<file path="src/itfm_cfg.svh">
// Purpose: constants of the input terminal function map
// Assumes: 100 MHz mclk
// Notes:   function codes, vector bit positions, offsets, reset values
`ifndef ITFM_CFG_SVH
`define ITFM_CFG_SVH

// ----------------------------------------------------------------
// timing
// ----------------------------------------------------------------
`define CLK_KHZ        100000
`define RESP_FAST_MS   2
`define RESP_SLOW_MS   20
`define SLOW_TICK_MS   10

// ----------------------------------------------------------------
// function codes
// ----------------------------------------------------------------
`define FC_LOW      14'h0000
`define FC_MID      14'h0001
`define FC_HIGH     14'h0002
`define FC_SECOND   14'h0003
`define FC_CUR_IN   14'h0004
`define FC_JOG      14'h0005
`define FC_THERM    14'h0007
`define FC_FIFTEEN  14'h0008
`define FC_RUN_EN   14'h000A
`define FC_ILOCK    14'h000C
`define FC_CLOOP    14'h000E
`define FC_PEXT     14'h0010
`define FC_PREEXC   14'h0017
`define FC_OUTSTOP  14'h0018
`define FC_SHOLD    14'h0019
`define FC_STOPPER  14'h001D
`define FC_JOG_SELECT_TWO     14'h001E
`define FC_PPI      14'h002C
`define FC_FWD      14'h003C
`define FC_REV      14'h003D
`define FC_RESET    14'h003E
`define FC_PNET     14'h0041
`define FC_ENET     14'h0042
`define FC_CSRC     14'h0043
`define FC_PROX     14'h004C
`define FC_SERVO    14'h0056
`define FC_SUDDEN   14'h0057
`define FC_FSTROKE  14'h0058
`define FC_RSTROKE  14'h0059
`define FC_NONE     14'h270F

// ----------------------------------------------------------------
// function vector bit positions
// ----------------------------------------------------------------
`define FB_LOW      0
`define FB_MID      1
`define FB_HIGH     2
`define FB_SECOND   3
`define FB_CUR_IN   4
`define FB_JOG      5
`define FB_THERM    6
`define FB_FIFTEEN  7
`define FB_RUN_EN   8
`define FB_ILOCK    9
`define FB_CLOOP    10
`define FB_PEXT     11
`define FB_PREEXC   12
`define FB_OUTSTOP  13
`define FB_SHOLD    14
`define FB_STOPPER  15
`define FB_JOG_SELECT_TWO     16
`define FB_PPI      17
`define FB_FWD      18
`define FB_REV      19
`define FB_RESET    20
`define FB_PNET     21
`define FB_ENET     22
`define FB_CSRC     23
`define FB_PROX     24
`define FB_SERVO    25
`define FB_SUDDEN   26
`define FB_FSTROKE  27
`define FB_RSTROKE  28
`define FB_RCLR     29
`define FB_RDEC     30
`define FB_RACC     31
`define FAST_MASK   32'h00002300

// ----------------------------------------------------------------
// terminals, offsets, reset values
// ----------------------------------------------------------------
`define TERM_FWD      3'h0
`define TERM_REV      3'h1
`define OPMODE_ILOCK  4'h7
`define OFS_SEL_LAST  8'h18
`define OFS_REMOTE    8'h1C
`define OFS_OPMODE    8'h20
`define OFS_CTRL      8'h24
`define OFS_FNSTAT    8'h28
`define OFS_PINSTAT   8'h2C
`define RST_SEL0      14'h003C
`define RST_SEL1      14'h003D
`define RST_SEL2      14'h0000
`define RST_SEL3      14'h0001
`define RST_SEL4      14'h0002
`define RST_SEL5      14'h0018
`define RST_SEL6      14'h003E
`define RESP_OKAY     2'h0
`define RESP_SLVERR   2'h2

`endif

</file>
<file path="src/itfm_pkg.sv">
// Purpose: types of the input terminal function map
// Assumes: itfm_cfg.svh constants
// Notes:   whole module state is one packed struct
`include "itfm_cfg.svh"
`default_nettype none

package itfm_pkg;

  typedef struct packed {
    logic [6:0][13:0] sel;
    logic [15:0]      remote;
    logic [3:0]       opmode;
    logic             posmode;
    logic [6:0]       s1;
    logic [6:0]       s2;
    logic [6:0]       s3;
    logic [6:0]       stable;
    logic [23:0]      div;
    logic [31:0]      fn;
    logic [2:0]       spd_src;
    logic             volt_valid;
    logic             aw_hold;
    logic [7:0]       awaddr;
    logic             w_hold;
    logic [31:0]      wdata;
    logic [3:0]       wstrb;
    logic             awready;
    logic             wready;
    logic             bvalid;
    logic [1:0]       bresp;
    logic             arready;
    logic             rvalid;
    logic [31:0]      rdata;
    logic [1:0]       rresp;
  } itfm_state_t;

endpackage

`default_nettype wire

</file>
<file path="src/itfm_top.sv">
// Purpose: maps seven contact inputs onto internal control functions
// Assumes: contacts are asynchronous; high level means contact closed
// Notes:   selectors and settings over AXI4-Lite; function vector registered
//
// Summary of operation
// - seven selectors, reset terminal defaults reset
// - shared function code ORs its terminals
// - jog beats multi-speed beats closed-loop
// - output stop doubles as missing run enable, and as missing interlock in opmode 7
// - nonzero remote setting remaps speed inputs outside position mode
// - current select invalidates voltage input
// - run enable, output stop within 2ms
// - other functions act within 20ms
// - thermal relay asserted on open contact
// - run codes only on own terminals
// - code 65 selects panel else network
// - code 66 selects network else external
// - code 67 validates alternate command sources
`include "itfm_cfg.svh"
`default_nettype none

module itfm_top
  import itfm_pkg::*;
#(
  parameter int unsigned SLOW_TICK_CYCLES = `SLOW_TICK_MS * `CLK_KHZ
) (
  input  wire logic        mclk,
  input  wire logic        rstn,
  input  wire logic [6:0]  term_in,
  output var  logic [31:0] fn_active,
  output var  logic [2:0]  speed_src,
  output var  logic        volt_in_valid,
  input  wire logic [7:0]  s_axi_awaddr,
  input  wire logic        s_axi_awvalid,
  output var  logic        s_axi_awready,
  input  wire logic [31:0] s_axi_wdata,
  input  wire logic [3:0]  s_axi_wstrb,
  input  wire logic        s_axi_wvalid,
  output var  logic        s_axi_wready,
  output var  logic [1:0]  s_axi_bresp,
  output var  logic        s_axi_bvalid,
  input  wire logic        s_axi_bready,
  input  wire logic [7:0]  s_axi_araddr,
  input  wire logic        s_axi_arvalid,
  output var  logic        s_axi_arready,
  output var  logic [31:0] s_axi_rdata,
  output var  logic [1:0]  s_axi_rresp,
  output var  logic        s_axi_rvalid,
  input  wire logic        s_axi_rready
);

  localparam logic [23:0] TICK_LAST = 24'(SLOW_TICK_CYCLES - 1);

  localparam itfm_state_t ST_RST = '{
    sel:     {`RST_SEL6, `RST_SEL5, `RST_SEL4, `RST_SEL3,
              `RST_SEL2, `RST_SEL1, `RST_SEL0},
    default: '0
  };

  itfm_state_t q;
  itfm_state_t d;
  logic [31:0] hit [7];
  logic [6:0]  is_run_en;
  logic [6:0]  is_ilock;
  logic [31:0] raw;
  logic [31:0] fn_new;
  logic [32:0] rd_mux;
  logic [32:0] wr_mux;
  logic [31:0] wr_val;
  logic        tick;

  // ----------------------------------------------------------------
  // per terminal decode
  // ----------------------------------------------------------------
  generate
    for (genvar t = 0; t < 7; t++) begin : g_term
      logic       act;
      logic [2:0] tid;
      assign act          = q.stable[t];
      assign tid          = 3'(t);
      assign is_run_en[t] = (q.sel[t] == `FC_RUN_EN);
      assign is_ilock[t]  = (q.sel[t] == `FC_ILOCK);
      always_comb begin
        hit[t] = '0;
        case (q.sel[t])
          `FC_LOW:     hit[t][`FB_LOW]     = act;
          `FC_MID:     hit[t][`FB_MID]     = act;
          `FC_HIGH:    hit[t][`FB_HIGH]    = act;
          `FC_SECOND:  hit[t][`FB_SECOND]  = act;
          `FC_CUR_IN:  hit[t][`FB_CUR_IN]  = act;
          `FC_JOG:     hit[t][`FB_JOG]     = act;
          `FC_THERM:   hit[t][`FB_THERM]   = !act;
          `FC_FIFTEEN: hit[t][`FB_FIFTEEN] = act;
          `FC_RUN_EN:  hit[t][`FB_RUN_EN]  = act;
          `FC_ILOCK:   hit[t][`FB_ILOCK]   = act;
          `FC_CLOOP:   hit[t][`FB_CLOOP]   = act;
          `FC_PEXT:    hit[t][`FB_PEXT]    = act;
          `FC_PREEXC:  hit[t][`FB_PREEXC]  = act;
          `FC_OUTSTOP: hit[t][`FB_OUTSTOP] = act;
          `FC_SHOLD:   hit[t][`FB_SHOLD]   = act;
          `FC_STOPPER: hit[t][`FB_STOPPER] = act;
          `FC_JOG_SELECT_TWO:    hit[t][`FB_JOG_SELECT_TWO]    = act;
          `FC_PPI:     hit[t][`FB_PPI]     = act;
          `FC_FWD:     hit[t][`FB_FWD]     = act && (tid == `TERM_FWD);
          `FC_REV:     hit[t][`FB_REV]     = act && (tid == `TERM_REV);
          `FC_RESET:   hit[t][`FB_RESET]   = act;
          `FC_PNET:    hit[t][`FB_PNET]    = act;
          `FC_ENET:    hit[t][`FB_ENET]    = act;
          `FC_CSRC:    hit[t][`FB_CSRC]    = act;
          `FC_PROX:    hit[t][`FB_PROX]    = act;
          `FC_SERVO:   hit[t][`FB_SERVO]   = act;
          `FC_SUDDEN:  hit[t][`FB_SUDDEN]  = act;
          `FC_FSTROKE: hit[t][`FB_FSTROKE] = act;
          `FC_RSTROKE: hit[t][`FB_RSTROKE] = act;
          default:     hit[t]              = '0;
        endcase
      end
    end
  endgenerate

  // ----------------------------------------------------------------
  // function combination
  // ----------------------------------------------------------------
  always_comb begin
    raw = '0;
    for (int i = 0; i < 7; i++) begin
      raw = raw | hit[i];
    end
    fn_new = raw;
    fn_new[`FB_RUN_EN] = raw[`FB_RUN_EN] | (~|is_run_en & raw[`FB_OUTSTOP]);
    fn_new[`FB_ILOCK]  = raw[`FB_ILOCK] |
                         (~|is_ilock & (q.opmode == `OPMODE_ILOCK) & raw[`FB_OUTSTOP]);
    if ((q.remote != 16'h0000) && !q.posmode) begin
      fn_new[`FB_RCLR] = raw[`FB_LOW];
      fn_new[`FB_RDEC] = raw[`FB_MID];
      fn_new[`FB_RACC] = raw[`FB_HIGH];
      fn_new[`FB_LOW]  = 1'h0;
      fn_new[`FB_MID]  = 1'h0;
      fn_new[`FB_HIGH] = 1'h0;
    end
    if (q.posmode) begin
      fn_new[`FB_CLOOP]   = 1'h0;
      fn_new[`FB_PPI]     = 1'h0;
      fn_new[`FB_SHOLD]   = 1'h0;
      fn_new[`FB_SECOND]  = 1'h0;
      fn_new[`FB_CUR_IN]  = 1'h0;
      fn_new[`FB_FIFTEEN] = 1'h0;
    end else begin
      fn_new[`FB_PROX]    = 1'h0;
      fn_new[`FB_SUDDEN]  = 1'h0;
      fn_new[`FB_FSTROKE] = 1'h0;
      fn_new[`FB_RSTROKE] = 1'h0;
    end
  end

  // ----------------------------------------------------------------
  // register read mux
  // ----------------------------------------------------------------
  function automatic logic [32:0] reg_mux(input logic [7:0] a, input itfm_state_t s);
    logic [32:0] r;
    r = {1'h1, 32'h00000000};
    if (a[1:0] != 2'h0) begin
      r = {1'h1, 32'h00000000};
    end else if (a <= `OFS_SEL_LAST) begin
      r = {1'h0, 18'h00000, s.sel[a[4:2]]};
    end else begin
      case (a)
        `OFS_REMOTE:  r = {1'h0, 16'h0000, s.remote};
        `OFS_OPMODE:  r = {1'h0, 28'h0000000, s.opmode};
        `OFS_CTRL:    r = {1'h0, 31'h00000000, s.posmode};
        `OFS_FNSTAT:  r = {1'h0, s.fn};
        `OFS_PINSTAT: r = {1'h0, 21'h000000, s.spd_src, s.volt_valid, s.stable};
        default:      r = {1'h1, 32'h00000000};
      endcase
    end
    return r;
  endfunction

  always_comb begin
    rd_mux = reg_mux(s_axi_araddr, q);
    wr_mux = reg_mux(q.awaddr, q);
    for (int b = 0; b < 4; b++) begin
      wr_val[b*8 +: 8] = q.wstrb[b] ? q.wdata[b*8 +: 8] : wr_mux[b*8 +: 8];
    end
  end

  // ----------------------------------------------------------------
  // next state
  // ----------------------------------------------------------------
  always_comb begin
    d = q;
    // pin synchroniser, change taken when stages two and three agree
    d.s1 = term_in;
    d.s2 = q.s1;
    d.s3 = q.s2;
    for (int i = 0; i < 7; i++) begin
      if (q.s2[i] == q.s3[i]) begin
        d.stable[i] = q.s3[i];
      end
    end
    tick  = (q.div >= TICK_LAST);
    d.div = tick ? 24'h000000 : q.div + 24'h000001;
    d.fn = (fn_new & `FAST_MASK) | (q.fn & ~`FAST_MASK);
    if (tick) begin
      d.fn         = fn_new;
      d.volt_valid = !fn_new[`FB_CUR_IN];
      if (fn_new[`FB_JOG] | fn_new[`FB_JOG_SELECT_TWO]) begin
        d.spd_src = 3'h4;
      end else if (fn_new[`FB_LOW] | fn_new[`FB_MID] | fn_new[`FB_HIGH] |
                   fn_new[`FB_FIFTEEN]) begin
        d.spd_src = 3'h2;
      end else if (fn_new[`FB_CLOOP]) begin
        d.spd_src = 3'h1;
      end else begin
        d.spd_src = 3'h0;
      end
    end
    if (fn_new[`FB_CUR_IN] && tick) begin
      d.volt_valid = 1'h0;
    end

    // write channel
    if (s_axi_awvalid && q.awready) begin
      d.aw_hold = 1'h1;
      d.awaddr  = s_axi_awaddr;
    end
    if (s_axi_wvalid && q.wready) begin
      d.w_hold = 1'h1;
      d.wdata  = s_axi_wdata;
      d.wstrb  = s_axi_wstrb;
    end
    if (q.bvalid && s_axi_bready) begin
      d.bvalid = 1'h0;
    end
    if (q.aw_hold && q.w_hold && !q.bvalid) begin
      d.aw_hold = 1'h0;
      d.w_hold  = 1'h0;
      d.bvalid  = 1'h1;
      d.bresp   = `RESP_OKAY;
      if (wr_mux[32]) begin
        d.bresp = `RESP_SLVERR;
      end else if (q.awaddr <= `OFS_SEL_LAST) begin
        d.sel[q.awaddr[4:2]] = wr_val[13:0];
      end else begin
        case (q.awaddr)
          `OFS_REMOTE: d.remote  = wr_val[15:0];
          `OFS_OPMODE: d.opmode  = wr_val[3:0];
          `OFS_CTRL:   d.posmode = wr_val[0];
          default:     d.bresp   = `RESP_SLVERR;
        endcase
      end
    end
    d.awready = !d.aw_hold;
    d.wready  = !d.w_hold;

    // read channel
    if (q.rvalid && s_axi_rready) begin
      d.rvalid = 1'h0;
    end
    if (s_axi_arvalid && q.arready) begin
      d.rvalid = 1'h1;
      d.rdata  = rd_mux[31:0];
      d.rresp  = rd_mux[32] ? `RESP_SLVERR : `RESP_OKAY;
    end
    d.arready = !d.rvalid;
  end

  always_ff @(posedge mclk or negedge rstn) begin
    if (!rstn) begin
      q <= ST_RST;
    end else begin
      q <= d;
    end
  end

  // ----------------------------------------------------------------
  // outputs
  // ----------------------------------------------------------------
  assign fn_active     = q.fn;
  assign speed_src     = q.spd_src;
  assign volt_in_valid = q.volt_valid;
  assign s_axi_awready = q.awready;
  assign s_axi_wready  = q.wready;
  assign s_axi_bresp   = q.bresp;
  assign s_axi_bvalid  = q.bvalid;
  assign s_axi_arready = q.arready;
  assign s_axi_rdata   = q.rdata;
  assign s_axi_rresp   = q.rresp;
  assign s_axi_rvalid  = q.rvalid;

endmodule

`default_nettype wire

</file>
<file path="config.mk">
export PLATFORM = sky130hd
export DESIGN_NAME = itfm_top
export DESIGN_NICKNAME = d
export VERILOG_FILES = /design/src/itfm_pkg.sv /design/src/itfm_top.sv
export VERILOG_INCLUDE_DIRS = /design/src
export SDC_FILE = /design/constraint.sdc
export NUM_CORES = 1
export LEC_CHECK = 0
export ABC_AREA = 1
export BUFFER_PORTS_ARGS = -buffer_cell sky130_fd_sc_hd__buf_4
export CORE_MARGIN = 10
export CORE_UTILIZATION = 38
export DETAILED_ROUTE_END_ITERATION = 8
export SYNTH_ARGS = -nofsm -noshare
export SYNTH_HDL_FRONTEND = slang
export SYNTH_SLANG_ARGS = --single-unit
</file>
<file path="constraint.sdc">
create_clock -name mclk -period 2.9 [get_ports mclk]
set_clock_uncertainty 0.05 [all_clocks]
set_input_delay 0.145 -clock mclk [delete_from_list [all_inputs] [get_ports mclk]]
set_output_delay 0.145 -clock mclk [all_outputs]
set_load 0.005 [all_outputs]
</file>
==> impl_metrics.py <==
metrics = {
    "run_status": {
        "outcome": "finished clean",
    },
    "clock_network": {
        "cts_setup_buffers": 0,
        "clk_pin_slew_ns": 0.06,
        "cts_root_buf": "clkbuf_16",
        "clkLatencyLatePin_ns": 0.56,
        "cts_buffer_depth": 3,
        "cts_tree": "yes",
        "h-tree-depth": 2,
        "numCtsBuffers": 34,
        "cts.sinks": 274,
    },
    "layout": {
        "syn_to_final_growth_pct": 20.9,
        "fin_nets": 2577,
        "drive_above_1_share": 0.138,
        "seq_area_mm2": 0.00688,
        "n_antenna_cell": 0,
        "fillers": 4409,
        "multi_input_comb_area_mm2": 0.00769,
    },
    "die": {
        "initial_core_util": 0.382,
        "boundaryPins": 143,
        "die_h_um": 228,
        "die_w_um": 228,
        "rows": 76,
        "die-area_mm2": 0.0519,
        "core_area_mm2": 0.0429,
    },
    "global_route": {
        "antenna_found_initial": 1,
        "grt_max_degree": 81,
        "grt_pass1_wl_um": 118000,
        "track_usage": 0.308,
        "grt_pass1_vias": 16900,
        "grt-ovfl-total": 0,
    },
    "power": {
        "vdd_ir_drop_max_uv": 729,
        "pwr_density_cell_mw_per_mm2": 857,
        "p_leak_nw": 9.76,
    },
    "timing": {
        "max_freq_mhz": 360,
        "grt_setup_unrepaired": "no",
        "finalSetupViolCount": 0,
        "relSlewSlack": 0.517,
        "maxSlewViolCount": 0,
        "period_share": 0.957,
        "period_needed_ns": 2.78,
        "setup_tns_ns": 0,
        "hold_ws_ns": 0.00864,
        "max_slew.worst_pin.slew_ns": 0.717,
        "hold_viol_final": 0,
    },
    "critical_path": {
        "crit_path_frequent_cell": "nand2_1",
        "cp_cell_sequence": "inv_1 > nor2_1 > buf_4 > o21ai_0 > o21ai_0 > a21oi_1 > nor2_1 > nand2_1 > nand2_1 > buf_12 > nand2_1 > nand2_1",
        "cp.arrival_ns": 3.21,
        "max_stage_delay_ns": 0.60,
        "startpoint_type": "flip-flop",
        "cp_max_fo": 10,
        "end_kind": "flip-flop",
        "cp_slowest_cell": "dfrtp_1",
        "path_class": "flip-flop to flip-flop",
        "worstPathRequired_ns": 3.34,
        "rr_worst_depth": 12,
    },
    "placed_design": {
        "dp_hpwl_um": 66100,
        "finalWeightedCongestion": 1.04,
        "portBuffers": 122,
    },
    "logic_synthesis": {
        "synth_largest_area_cell": "dfrtp_1",
        "yosys_warnings": 0,
        "async_flop_share": 1.00,
        "yosysMostFrequentCell": "nand2_1",
        "synth_area_mm2": 0.0164,
        "seq_area_frac_synth": 0.419,
        "syn_avg_cell_area_um2": 7.07,
        "yosysTopAreaCellShare": 0.391,
        "postSynthCellCount": 2320,
        "synth_cell_types": 53,
        "ys_dominant_reg_cell": "dfrtp_1",
        "synth_common_cells": "695 x nand2_1, 279 x nor2_1, 256 x dfrtp_1, 241 x inv_1, 169 x nand3_1",
        "synth_enable_flop_cells": 0,
        "synthTopCellsByArea": "dfrtp_1 39%, nand2_1 16%, nor2_1 6.4%, inv_1 5.5%, nand3_1 5.2%",
        "ys_seq_elements": 274,
    },
    "drt": {
        "via_per_inst": 5.57,
        "top_layer_used": "met5",
        "wire_per_inst_um": 26.3,
        "final_antenna_net_count": 0,
        "wl_met3_um": 4970,
        "routed_wl_um": 81900,
        "dr.pass1.iters": 5,
        "met1Wirelength_um": 32900,
        "first_iter_violations": 2068,
        "vias": 17400,
        "drc": 0,
        "dr_wl_met2_um": 38400,
    },
    "worst_hold_path": {
        "holdCritPathClass": "input pin to flip-flop",
        "min_path_cells": 5,
    },
    "flow_run": {
        "drv_cap": 0,
    },
}
[placed cells by master, fill, tap and decap left out, types with 7 or more instances in the layout]
cell type / Yosys / layout
clkbuf_1: 50 / 9
nor2_1: 279 / 279
o221ai_1: 14 / 14
dfstp_2: 18 / 18
nor4_1: 12 / 12
o211ai_1: 16 / 16
nand2_1: 695 / 695
dlygate4sd3_1: 0 / 38
o2111ai_1: 10 / 10
a31oi_1: 24 / 24
dfrtp_1: 256 / 256
o31ai_1: 7 / 7
o21ai_1: 13 / 13
a21oi_1: 36 / 36
nor3_1: 51 / 51
o22ai_1: 60 / 60
o21ai_0: 142 / 142
nand3_4: 7 / 7
nand3_1: 169 / 169
clkinv_2: 4 / 7
o311ai_0: 8 / 8
clkbuf_8: 0 / 7
inv_1: 241 / 241
nand4_1: 51 / 51
buf_12: 0 / 9
clkbuf_16: 0 / 35
maj3_1: 7 / 7
buf_4: 77 / 245
[critical path, delay by kind of cell (launching register included)]
| family | cells | cell delay (ns) |
|---|---|---|
| buffers and inverters | 3 | 0.57 |
| AO/OA/AOI/OAI | 3 | 0.60 |
| AND/OR/NAND/NOR | 6 | 0.89 |
| flip-flops | 1 | 0.60 |
[layout make-up]
class / instances / share of cell area
well taps: 585 / 0.0369
multi-input cells: 1652 / 0.388
clock buffers: 51 / 0.0507
flip-flops and latches: 274 / 0.347
clock inverters: 10 / 0.00694
repair buffers: 293 / 0.122
inverters: 255 / 0.0489
[stage by stage]
step	worst slack (ns)	total power [mW]	std cells	util	area [um2]
2_1_floorplan	0.796	8.71	2325	-	16400
3_3_place_gp	0.295	12.3	3021	0.427	18300
3_5_place_dp	0.274	12.3	3021	0.427	18300
4_1_cts	0.243	16.8	3120	0.462	19800
5_1_grt	0.114	17.7	3120	0.462	19800
6_report	0.124	17.0	3120	0.462	19800
[what timing repair did]
item / CTS / global route
hold endpoints to repair: 110 / 0
gates resized for setup: 0 / 0
hold buffers: 38 / 0
[worst paths after layout]
kind / start / to / slack, ns
hold reg to reg: d[167] / d[160] / 0.29
hold / removal: s_axi_wvalid / q[57] / 0.009
max in group asynchronous: rstn / q[201] / 1.69
setup / recovery: q[82] / q[252] / 0.12
setup reg to reg: q[82] / q[252] / 0.12
min in group asynchronous: rstn / q[124] / 0.13
[report_power, final]
group | switching, mW | internal, mW | total (mW)
Clock | 1.74 | 2.67 | 4.41
Combinational | 5.12 | 2.22 | 7.34
Sequential | 0.789 | 4.45 | 5.24
Total | 7.65 | 9.34 | 17.0
[metal layers]
metal | track usage | vias to the layer above
met4 | 0.186 | 2
met1 | 0.379 | 8399
li1 | - | 7968
met5 | 0 | -
met3 | 0.0400 | 208
met2 | 0.509 | 801
[sequential cells by signal, indices dropped and copies added (netlist names)]
name / flops
q: 178
fn_active: 32
s_axi_rdata: 32
d: 14
g_term.act: 7
speed_src: 3
s_axi_arready: 1
s_axi_awready: 1
s_axi_bresp: 1
s_axi_bvalid: 1
s_axi_rresp: 1
s_axi_rvalid: 1
s_axi_wready: 1
volt_in_valid: 1
[logic make-up after synthesis]
group	count (synthesis)	share of synthesized area
buf+inv	399	0.113
simple gates	1276	0.328
fa+ha+maj	8	0.00503
xor+xnor	7	0.00374
other cells	1	0.000229
flops	274	0.419
compound gates	355	0.131
Power figures use the tool's default switching activity.
